File: src/crb_pkg.sv
package crb_pkg;
  // Memory geometry
  localparam int unsigned CRB_WORDS = 40;
  localparam int unsigned CRB_BLOCKS = 5;
  localparam int unsigned CRB_BLK_WORDS = 8;
  localparam int unsigned CRB_BLK_W = 3;
  localparam int unsigned CRB_IDX_W = 3;
  localparam int unsigned CRB_ADDR_W = CRB_BLK_W + CRB_IDX_W;
  localparam int unsigned CRB_DATA_W = 16;
  // Index countdown limits
  localparam logic [CRB_IDX_W-1:0] CRB_IDX_TOP = 3'h7;
  localparam logic [CRB_IDX_W-1:0] CRB_IDX_BOT = 3'h0;
  // Highest legal block number
  localparam logic [CRB_BLK_W-1:0] CRB_BLK_LAST = 3'h4;
  // Named coefficient locations
  localparam logic [CRB_BLK_W-1:0] CRB_BLK_RX = 3'h4;
  localparam logic [CRB_ADDR_W-1:0] CRB_ADDR_RX_GAIN = 6'h27;
  localparam logic [CRB_ADDR_W-1:0] CRB_ADDR_RX_FRESP = 6'h26;
  localparam logic [CRB_BLK_W-1:0] CRB_BLK_TONE = 3'h2;
  localparam logic [CRB_ADDR_W-1:0] CRB_ADDR_BLK3_TOP = 6'h13;
  // Reset value of stored words
  localparam logic [CRB_DATA_W-1:0] CRB_DATA_RST = 16'h0000;

  // Command from the control interface
  typedef struct packed {
    logic                  wr;
    logic [CRB_BLK_W-1:0]  blk;
  } crb_cmd_t;

  typedef enum logic [1:0] {CRB_IDLE, CRB_RUN} crb_state_t;
endpackage : crb_pkg
File: src/crb_coeff_ram.sv
`timescale 1ns/10ps
// Function
// Coefficient memory holds 40 words, five blocks of eight.
// Command names a block by three bits, never a single word.
// One command walks all eight words of the named block.
// Word index counts down 7 to 0, highest word first.
// Word address is block number above, word index below.
// Receive gain access always also reaches receive frequency response.
// Block 4 holds receive gain at 39, frequency response at 38.
// Block 2 holds its top coefficient at word 19.
// Blocks 5 to 7 are ignored and leave the memory untouched.
module crb_coeff_ram
  import crb_pkg::*;
#(
  parameter int unsigned DATA_W = CRB_DATA_W
) (
  input wire logic sys_clk,
  input wire logic srst,
  input wire logic cmd_valid,
  input crb_cmd_t cmd,
  output logic cmd_ready,
  input wire logic [DATA_W-1:0] wr_data,
  output logic wr_ready,
  output logic [DATA_W-1:0] rd_data,
  output logic rd_valid,
  output logic [CRB_ADDR_W-1:0] word_addr,
  output logic word_strobe,
  output logic busy,
  output logic cmd_rejected,
  output logic [DATA_W-1:0] receive_gain_coeff_word,
  output logic [DATA_W-1:0] receive_freq_response_coeff_word,
  output logic [DATA_W-1:0] block3_top_coeff_word
);

  // Walk state and the command captured at take
  crb_state_t state_r;
  logic [CRB_BLK_W-1:0] blk_r;
  logic [CRB_IDX_W-1:0] idx_r;
  logic wr_r;

  // Storage, one entry per coefficient word
  logic [DATA_W-1:0] mem_r [CRB_WORDS];

  // Decoded handshake and walk events
  logic legal;
  logic cmd_take;
  logic cmd_refuse;
  logic walk_last;
  logic wr_en;
  logic rd_en;
  logic [CRB_ADDR_W-1:0] addr;
  logic [CRB_WORDS-1:0] word_sel;
  logic [DATA_W-1:0] rd_word;

  // Only blocks 0..4 exist; a higher number is refused at the door,
  // so a walk can never form an address past the last word
  assign legal = (cmd.blk <= CRB_BLK_LAST);

  // Ready only while idle; an offer during a walk just waits
  assign cmd_ready = (state_r == CRB_IDLE);
  assign busy = (state_r == CRB_RUN);

  // An offer counts only on an edge where ready is high
  assign cmd_take = cmd_valid && cmd_ready && legal;
  assign cmd_refuse = cmd_valid && cmd_ready && !legal;

  // The walk ends on the word with index zero
  assign walk_last = busy && (idx_r == CRB_IDX_BOT);

  // Direction of the current walk, fixed at take
  assign wr_en = busy && wr_r;
  assign rd_en = busy && !wr_r;
  assign wr_ready = wr_en;

  // Block number on top, counted index below
  assign addr = {blk_r, idx_r};

  // Per-word select; codes 40..63 match no entry, so nothing is written
  for (genvar gi = 0; gi < CRB_WORDS; gi++) begin : g_sel
    assign word_sel[gi] = (addr == CRB_ADDR_W'(gi));
  end

  // Word at the walk address; blk_r only ever holds a legal block,
  // so this index stays inside the array even between walks
  assign rd_word = mem_r[addr];

  // Walk state: idle until a legal block is taken, back after 8 words
  always_ff @(posedge sys_clk) begin
    if (srst) begin
      state_r <= CRB_IDLE;
    end else begin
      unique case (state_r)
        CRB_IDLE: begin
          if (cmd_take) begin
            state_r <= CRB_RUN;
          end
        end
        CRB_RUN: begin
          // Eight words, no host addressing; gain and response go together
          if (walk_last) begin
            state_r <= CRB_IDLE;
          end
        end
      endcase
    end
  end

  // Block number, held for the whole walk; the host sends no word number
  always_ff @(posedge sys_clk) begin
    if (srst) begin
      blk_r <= '0;
    end else if (cmd_take) begin
      blk_r <= cmd.blk;
    end
  end

  // Walk direction, taken together with the block
  always_ff @(posedge sys_clk) begin
    if (srst) begin
      wr_r <= 1'b0;
    end else if (cmd_take) begin
      wr_r <= cmd.wr;
    end
  end

  // Word index: loaded at the top, one step down per walk cycle;
  // it wraps back to the top on the last word, ready for the next walk
  always_ff @(posedge sys_clk) begin
    if (srst) begin
      idx_r <= CRB_IDX_TOP;
    end else if (cmd_take) begin
      idx_r <= CRB_IDX_TOP;
    end else if (busy) begin
      idx_r <= idx_r - 3'h1;
    end
  end

  // Refusal pulse for blocks 5..7, one cycle; nothing else moves
  always_ff @(posedge sys_clk) begin
    if (srst) begin
      cmd_rejected <= 1'b0;
    end else begin
      cmd_rejected <= cmd_refuse;
    end
  end

  // Storage: cleared on reset, one word per write-walk cycle. There is
  // no write path outside a walk, so a refused block cannot touch it
  always_ff @(posedge sys_clk) begin
    if (srst) begin
      for (int i = 0; i < CRB_WORDS; i++) begin
        mem_r[i] <= DATA_W'(CRB_DATA_RST);
      end
    end else begin
      for (int i = 0; i < CRB_WORDS; i++) begin
        if (wr_en && word_sel[i]) begin
          mem_r[i] <= wr_data;
        end
      end
    end
  end

  // Read word valid, one cycle after each read-walk access
  always_ff @(posedge sys_clk) begin
    if (srst) begin
      rd_valid <= 1'b0;
    end else begin
      rd_valid <= rd_en;
    end
  end

  // Walk word; zero between walks so stale data never lingers.
  // During a write walk it shows the word before it is overwritten
  always_ff @(posedge sys_clk) begin
    if (srst) begin
      rd_data <= '0;
    end else begin
      rd_data <= busy ? rd_word : '0;
    end
  end

  // Access strobe, one cycle per word read or written
  always_ff @(posedge sys_clk) begin
    if (srst) begin
      word_strobe <= 1'b0;
    end else begin
      word_strobe <= busy;
    end
  end

  // Address trace; holds the last word between walks
  always_ff @(posedge sys_clk) begin
    if (srst) begin
      word_addr <= '0;
    end else if (busy) begin
      word_addr <= addr;
    end
  end

  // Receive gain word, read straight from its fixed slot
  always_ff @(posedge sys_clk) begin
    if (srst) begin
      receive_gain_coeff_word <= '0;
    end else begin
      receive_gain_coeff_word <= mem_r[CRB_ADDR_RX_GAIN];
    end
  end

  // Receive frequency response, the partner word in the same block
  always_ff @(posedge sys_clk) begin
    if (srst) begin
      receive_freq_response_coeff_word <= '0;
    end else begin
      receive_freq_response_coeff_word <= mem_r[CRB_ADDR_RX_FRESP];
    end
  end

  // Top coefficient of block 2, fifth step of that block's countdown
  always_ff @(posedge sys_clk) begin
    if (srst) begin
      block3_top_coeff_word <= '0;
    end else begin
      block3_top_coeff_word <= mem_r[CRB_ADDR_BLK3_TOP];
    end
  end

endmodule // crb_coeff_ram

File: config.mk
export PLATFORM = sky130hd
export DESIGN_NAME = crb_coeff_ram
export DESIGN_NICKNAME = d
export VERILOG_FILES = /design/src/crb_pkg.sv /design/src/crb_coeff_ram.sv
export SDC_FILE = /design/constraint.sdc
export NUM_CORES = 1
export LEC_CHECK = 0
export ABC_AREA = 1
export BUFFER_PORTS_ARGS = -buffer_cell sky130_fd_sc_hd__clkbuf_2
export CAP_MARGIN = 20
export CORE_MARGIN = 4
export CORE_UTILIZATION = 45
export DETAILED_ROUTE_END_ITERATION = 8
export SLEW_MARGIN = 20
export SYNTH_ARGS = -nofsm -noshare
export SYNTH_HDL_FRONTEND = slang
export SYNTH_SLANG_ARGS = --single-unit
File: constraint.sdc
create_clock -name sys_clk -period 3.55 [get_ports sys_clk]
set_input_delay 0.71 -clock sys_clk [delete_from_list [all_inputs] [get_ports sys_clk]]
set_output_delay 0.71 -clock sys_clk [all_outputs]
set_load 0.005 [all_outputs]
==> flow_summary.rst, run 1 <==
.. list-table::
   :header-rows: 1

   * - Metric
     - Value
   * - Max-cap violation count
     - 0
   * - Top area cells in the synthesized netlist
     - sky130_fd_sc_hd__edfxtp_1 60%, sky130_fd_sc_hd__nand2_1 11%, sky130_fd_sc_hd__nor2_1 8.8%
   * - Hold buffer count at cts
     - 0
   * - Slowest cell on crit path
     - sky130_fd_sc_hd__o21ai_0
   * - Most frequent cells in the layout
     - 923 x sky130_fd_sc_hd__nand2_1, 759 x sky130_fd_sc_hd__nor2_1, 640 x sky130_fd_sc_hd__edfxtp_1, 415 x sky130_fd_sc_hd__inv_1, 196 x sky130_fd_sc_hd__nand3_1
   * - Global router's overall resource usage
     - between 20% and 30%
   * - Routed WL
     - 93320 um
   * - Max Used Layer
     - met4
   * - Fin crit period
     - roughly 2.9 ns
   * - Synthesized Nets
     - around 3.5k
   * - Postcts setup bufs
     - 0
   * - Crit path kind
     - register to register
   * - Number of antenna violations at the first check in global routing
     - 0
   * - DIE WIDTH
     - roughly 280 um
   * - Actual slew at the worst max-slew pin
     - slightly above 1 ns
   * - Clock insertion delay at the later pin of the skew report
     - ~0.64 ns
   * - DRT antenna net count
     - 0
   * - Number of buffers between clock root and the deepest sink
     - 3
   * - Startpoint types
     - register
   * - Remaining max-slew budget at the tightest pin
     - about a third
   * - Syn avg cell area
     - 9.172 um2
   * - Routed length on met2
     - roughly 45000 um
   * - Aggregate negative setup slack
     - 0 ns
   * - Yosys warns
     - 0
   * - Run status
     - complete, no violations
   * - Share of final-layout standard cells stronger than drive strength 1
     - 8.928%
   * - Final Instance Area
     - ~36000 um2
   * - Count of antenna diodes in the layout
     - 0
   * - Achievable Freq
     - ~0.35 GHz
   * - R2R cell count
     - 11
   * - Post-Route M1 WL
     - roughly 40000 um
   * - Largest net degree at the start of global routing
     - 201
   * - Estimated wirelength of the detail-placed design
     - 56070 um
   * - Power density normalized to cell area
     - between 500 and 600 nW/um2
   * - Largest area contributor in the netlist
     - sky130_fd_sc_hd__edfxtp_1
   * - Final hold viol count
     - 0
   * - Stages on the worst setup path
     - 11
   * - Remaining routing DRC violations
     - 0
   * - Die extent in y
     - around 280 um
   * - H-tree depth reported by CTS
     - 3
   * - Critical path required time
     - slightly above 4 ns
   * - Met3 routed wirelength
     - about 6600 um
   * - CORE AREA
     - approximately 71000 um2
   * - Final Max Tran Viols
     - 0
   * - Unrepaired setup endpoints after global routing
     - no
   * - Boundary Pins
     - ~100
   * - TritonCTS clock tree
     - done
   * - 1st-pass router iterations
     - 5
   * - Post-Synthesis Cell Area
     - ~32000 um2
   * - Top delay family on crit path
     - buffers and inverters
   * - Vias in the first global route
     - roughly 22k
   * - Routability Congestion
     - between 0.9 and 1
   * - Leading cell type in the layout, fill and taps excluded
     - sky130_fd_sc_hd__nand2_1
   * - Worst min-delay path category
     - input pin to register
   * - Full die area
     - between 70000 and 80000 um2
   * - Setup slack after layout
     - between 0.6 and 0.7 ns
   * - Resized Gates After CTS
     - 0
   * - Cts bufs inserted
     - 76
   * - Routed vias/inst
     - around 5.2
   * - Worst clock skew
     - around 0.031 ns
   * - Overflow after GRT
     - 0
   * - Crit path largest cell delay
     - about 0.80 ns
   * - Count of buffers inserted at the top-level ports
     - 98
   * - Max rail drop VDD
     - roughly 0.41 mV
   * - Sort of element at the end of the critical path
     - register
   * - Number of DRC markers in iteration 0
     - ~2.5k
   * - Area of combinational cells with multiple inputs
     - between 8000 and 9000 um2
   * - Post-synthesis sequential element count
     - just over 700
   * - Share of the clock period used by the worst path
     - between 80% and 90%
   * - DP Area
     - 33690 um2
   * - Arrival time reported for the critical path endpoint
     - ~3.4 ns
   * - Area share of the largest cell type after synthesis
     - 59.54%
   * - Clk sink count
     - between 700 and 800
   * - Placed Instances
     - about 4.4k
   * - Most repeated library cell on the critical path
     - sky130_fd_sc_hd__nand2_1
   * - Depth of the worst hold-timing path
     - 3
   * - Number of distinct library cells after synthesis
     - 25
   * - Combined buffer and inverter count along the critical path
     - 3
   * - Sequential area share after synthesis
     - 64.57%
   * - Setup WS pre-CTS
     - between 0.6 and 0.7 ns
   * - Num rows
     - between 90 and 100
   * - Layout overhead on the synthesized area
     - 11.83%
   * - Non-filler instance count after layout
     - around 4.6k
   * - Clock root buffer
     - sky130_fd_sc_hd__clkbuf_16
   * - Leak
     - about 0.015 uW
   * - Maximum fanout along the worst path
     - 63
   * - Total setup violations reported at the end of the flow
     - 0
   * - Overall via count from detail_route
     - between 20k and 25k
   * - Initial core utilization
     - between 40% and 50%
   * - Synth Instances
     - 3519
   * - Routed wire per std cell
     - approximately 20 um
   * - Number of fill cells in the layout
     - around 6.5k
   * - Storage cell area
     - between 20000 and 25000 um2
   * - Global-route wire length before repair
     - between 100000 and 150000 um
   * - Ordered list of cells on the worst path
     - inv_8, buf_4, nand2_1, nand3_1, nand2_1, nand2_1, nand2_1, o21ai_0, nand3_1, nand2_1, inv_1
   * - Clock slew at reported path FFs
     - about 0.06 ns
   * - Total power after layout
     - 19270 uW
   * - Number of nets in the layout
     - between 3k and 4k
==> report_power, final <==
group / total, uW / switching [uW] / internal, uW
Combinational: 1760 / 1330 / 424
Clock: 7850 / 3390 / 4460
Sequential: 9660 / 109 / 9550
Total: 19300 / 4840 / 14400
==> through the flow <==
step	utilization (%)	hold slack (ns)
floorplan	-	0.4121
global placement	47.78	0.4439
detailed placement	47.78	0.4413
CTS	51.19	0.2985
global route	51.19	0.3277
finish	51.19	0.3319
==> worst min-delay path: cells and delay by family <==
family	cells	cell delay [ns]
buffers and inverters	1	0.09
and+or+nand+nor	2	0.13
==> final cells by class <==
type                            count  area share [%]
Multi-Input combinational cell   2135           24.27
Tap cell                          940           3.258
Clock inverter                     32          0.9705
Sequential cell                   721           57.75
Inverter                          440           4.610
Clock buffer                      104           5.702
Timing Repair Buffer              186           3.432
==> worst paths after layout <==
kind         slack (ns)                        end               startpoint
max                0.67      rd_data[2]$_SDFF_PP0_    idx_r[0]$_SDFFE_PP1P_
min                0.33    cmd_rejected$_SDFF_PP0_                cmd_valid
max reg2reg        0.67      rd_data[2]$_SDFF_PP0_    idx_r[0]$_SDFFE_PP1P_
min reg2reg        0.46  word_addr[1]$_SDFFE_PP0P_  state_r[0]$_SDFFE_PP0P_
==> synthesized netlist by cell type (all sizes together) <==
master  number
nand2      945
o22ai        2
o211ai      33
clkbuf      97
o21ai      167
dfxtp       81
buf        126
edfxtp     640
nor3         3
a21oi       22
nor2       762
nand3      196
ha           5
inv        422
clkinv      18
==> registers in the layout, summed over array words and instances (netlist names) <==
register and count:
wr_r 1, mem_r 640, state_r 1, idx_r 3, blk_r 3, receive_freq_response_coeff_word 16
word_addr 6, receive_gain_coeff_word 16, cmd_rejected 1, block3_top_coeff_word 16, rd_data 16, word_strobe 1
rd_valid 1
==> metal layers <==
layer / vias to the layer above / GRT usage, %
li1: 11190 / -
met1: 11520 / 33.78
met2: 876 / 39.98
met3: 145 / 3.399
met4: 0 / 7.387
met5: - / 0
==> kinds of logic (layout without fill, tap and decap cells) <==
group / after synthesis / after routing / share of synthesized area, %
buf+inv: 663 / 762 / 8.288
fa+ha+maj: 5 / 5 / 0.1938
flops: 721 / 721 / 64.57
compound gates: 224 / 224 / 3.737
simple gates: 1906 / 1906 / 23.22
Power figures use the tool's default switching activity.
==> run 2: changes to the inputs <==
clock period = 2.7 ns   (was 3.55 ns; I/O delays follow)
==> run 2 against run 1 <==
Effect of this change:
- maximum frequency increased by 14%
- cell area increased by 1.8%
- sequential share of layout area decreased by 1.0 points
- sequential power increased by 31%
- clock skew decreased by 0.016 ns
- clock power increased by 32%
- first-iteration DRC count decreased by 3.5%
- critical path depth decreased by 1
- final cell count increased by 1.2%
- via count decreased by 0.81%
- largest power group unchanged
- highest routed layer unchanged
- non-clock buffer count increased by 50
- hold slack got worse by 0.18 ns
==> flow_summary.rst, run 2 (synthesis gave the netlist of run 1 again) <==
.. list-table::
   :header-rows: 1

   * - Metric
     - Value
   * - Run status
     - complete, no violations
   * - Register containing the most flip-flops in the final layout
     - mem_r
   * - Global router's overall resource usage
     - 24.27% (-0.030 points)
   * - Vias in the first global route
     - 22.27k (-0.018%)
   * - Leading cell type in the layout, fill and taps excluded
     - sky130_fd_sc_hd__nand2_1
   * - Switching fraction of total power
     - 24.72% (-0.38 points)
   * - Most frequent cells in the layout
     - 923 x sky130_fd_sc_hd__nand2_1, 759 x sky130_fd_sc_hd__nor2_1, 640 x sky130_fd_sc_hd__edfxtp_1, 415 x sky130_fd_sc_hd__inv_1, 196 x sky130_fd_sc_hd__nand3_1
   * - DIE WIDTH
     - 275.8 um (unchanged)
   * - Leak
     - 0.01581 uW (+2.4%)
   * - Final Max Tran Viols
     - 0 (unchanged)
   * - Share of final-layout standard cells stronger than drive strength 1
     - 10.37% (+1.4 points)
   * - Placed Instances
     - 4472 (+1.1%)
   * - Routed vias/inst
     - 5.103 (-2.0%)
   * - Max Used Layer
     - met4
   * - Total setup violations reported at the end of the flow
     - 0 (unchanged)
   * - Pint
     - 19150 uW (+33%)
   * - Critical path required time
     - 3.22 ns (-0.86 ns)
   * - Hold buffer count at cts
     - 0 (unchanged)
   * - Largest net degree at the start of global routing
     - 91 (-55%)
   * - 1st-pass router iterations
     - 6 (+1)
   * - Achievable Freq
     - 0.3972 GHz (+14%)
   * - Postcts setup bufs
     - 0 (unchanged)
   * - Final hold viol count
     - 0 (unchanged)
   * - Count of antenna diodes in the layout
     - 0 (unchanged)
   * - Overflow after GRT
     - 0 (unchanged)
   * - Count of buffers inserted at the top-level ports
     - 98 (unchanged)
   * - Power density normalized to cell area
     - 692.2 nW/um2 (+30%)
   * - Global-route wire length before repair
     - 138000 um (-0.30%)
   * - Arrival time reported for the critical path endpoint
     - 3.04 ns (-0.36 ns)
   * - Unrepaired setup endpoints after global routing
     - no
   * - Resized Gates After CTS
     - 0 (unchanged)
   * - Number of buffers between clock root and the deepest sink
     - 3 (unchanged)
   * - Initial core utilization
     - 45.77% (unchanged)
   * - Total power after layout
     - 25440 uW (+32%)
   * - Die extent in y
     - 275.8 um (unchanged)
   * - Estimated wirelength of the detail-placed design
     - 56820 um (+1.3%)
   * - Routed length on met2
     - 44610 um (-0.85%)
   * - Aggregate negative setup slack
     - 0 ns (unchanged)
   * - Clock slew at reported path FFs
     - 0.06 ns (about the same)
   * - Cts bufs inserted
     - 78 (+2.6%)
   * - Sequential Power Share
     - 49.9% (-0.2 points)
   * - DRT antenna net count
     - 0 (unchanged)
   * - Remaining routing DRC violations
     - 0 (unchanged)
   * - Sort of element at the end of the critical path
     - register
   * - Share of total power in the clock network
     - 40.8% (about the same)
   * - Actual slew at the worst max-slew pin
     - 0.8237 ns (-0.1972 ns)
   * - Maximum fanout along the worst path
     - 46 (-27%)
   * - Startpoint types
     - register
   * - Number of nets in the layout
     - 3640 (+1.4%)
   * - Remaining max-slew budget at the tightest pin
     - 44.51% (+13 points)
   * - R2R cell count
     - 10 (-1)
   * - Post-Route M1 WL
     - 39040 um (+0.12%)
   * - Routability Congestion
     - 0.8855 (-2.3%)
   * - Num rows
     - 97 (unchanged)
   * - Routed WL
     - 92750 um (-0.62%)
   * - Worst min-delay path category
     - input pin to register
   * - Overall via count from detail_route
     - 23.54k (-0.81%)
   * - CORE AREA
     - 70510 um2 (unchanged)
   * - Depth of the worst hold-timing path
     - 3 (unchanged)
   * - H-tree depth reported by CTS
     - 3 (unchanged)
   * - Number of DRC markers in iteration 0
     - 2409 (-3.5%)
   * - Worst clock skew
     - 0.01495 ns (-0.01622 ns)
   * - Number of antenna violations at the first check in global routing
     - 0 (unchanged)
   * - Layout overhead on the synthesized area
     - 13.87%
   * - Comb power frac
     - 9.4% (+0.3 points)
   * - Clock root buffer
     - sky130_fd_sc_hd__clkbuf_16
   * - Met3 routed wirelength
     - 6054 um (-8.8%)
   * - Share of the clock period used by the worst path
     - 93.24% (+12 points)
   * - TritonCTS clock tree
     - done
   * - Clk sink count
     - 721 (unchanged)
   * - Fin crit period
     - 2.518 ns (-0.3596 ns)
   * - Full die area
     - 76080 um2 (unchanged)
   * - Switching power
     - 6288 uW (+30%)
   * - Number of flip-flops under the largest register name
     - 640 (unchanged)
   * - Non-filler instance count after layout
     - 4613 (+1.2%)
   * - Boundary Pins
     - 99 (unchanged)
   * - Max-cap violation count
     - 0 (unchanged)
   * - Crit path kind
     - register to register
   * - Routed wire per std cell
     - 20.11 um (-1.8%)
   * - Clock insertion delay at the later pin of the skew report
     - 0.62 ns (-0.02 ns)
   * - Max rail drop VDD
     - 0.5211 mV (+29%)
-- run 2: layout make-up --
class	instances	area, um2
multi-input combinational	2135	8762
clock buffer	104	2172
fill	6417	33760
clock inverter	37	305.3
tap	940	1176
sequential	721	20850
inverter	440	1664
timing repair buffer	236	1827
-- run 2: metrics by stage --
| stage | hold slack (ns) | instance area [um2] | setup WS (ns) | util [%] |
|---|---|---|---|---|
| after global placement | 0.4455 | 34280 | 0.3333 | 48.61 |
| after floorplan | 0.4121 | 32280 | 0.1136 | - |
| after detailed placement | 0.4505 | 34280 | 0.3145 | 48.61 |
| after CTS | 0.1189 | 36750 | 0.3004 | 52.12 |
| after global routing | 0.1499 | 36750 | 0.1373 | 52.12 |
| final | 0.1498 | 36750 | 0.1825 | 52.12 |
-- run 2: path summary, 6_finish.rpt --
kind | startpoint | end | slack [ns]
setup / recovery | idx_r[0]$_SDFFE_PP1P_ | rd_data[7]$_SDFF_PP0_ | 0.18
hold / removal | cmd_valid | cmd_rejected$_SDFF_PP0_ | 0.15
setup reg to reg | idx_r[0]$_SDFFE_PP1P_ | rd_data[7]$_SDFF_PP0_ | 0.18
hold reg to reg | mem_r[38][12]$_DFFE_PP_ | receive_freq_response_coeff_word[12]$_SDFF_PP0_ | 0.46
-- run 2: power by group through the flow --
stage | Sequential, uW | Clock [uW] | Combinational (uW)
2_1_floorplan | 12900 | 0 | 1410
3_3_place_gp | 12900 | 0 | 2370
3_5_place_dp | 12900 | 0 | 2380
4_1_cts | 12700 | 10500 | 2390
5_1_grt | 12700 | 11000 | 2610
6_report | 12700 | 10400 | 2380
-- run 2: per-layer routing --
layer	global-route usage (%)	up-vias
met5	0	-
met4	8.071	0
met3	3.390	173
met2	39.92	800
met1	33.45	11270
li1	-	11300
-- run 2: worst max-delay path, stage by stage, from the launching register on --
cell and delay, ns:
sky130_fd_sc_hd__dfxtp_4 0.45, sky130_fd_sc_hd__buf_4 0.48, sky130_fd_sc_hd__nand2_1 0.10, sky130_fd_sc_hd__nand3_1 0.14, sky130_fd_sc_hd__nand2_1 0.11, sky130_fd_sc_hd__nand2_1 0.08
sky130_fd_sc_hd__nand2_1 0.06, sky130_fd_sc_hd__o21ai_0 0.64, sky130_fd_sc_hd__nand3_1 0.16, sky130_fd_sc_hd__nand2_1 0.10, sky130_fd_sc_hd__inv_1 0.04
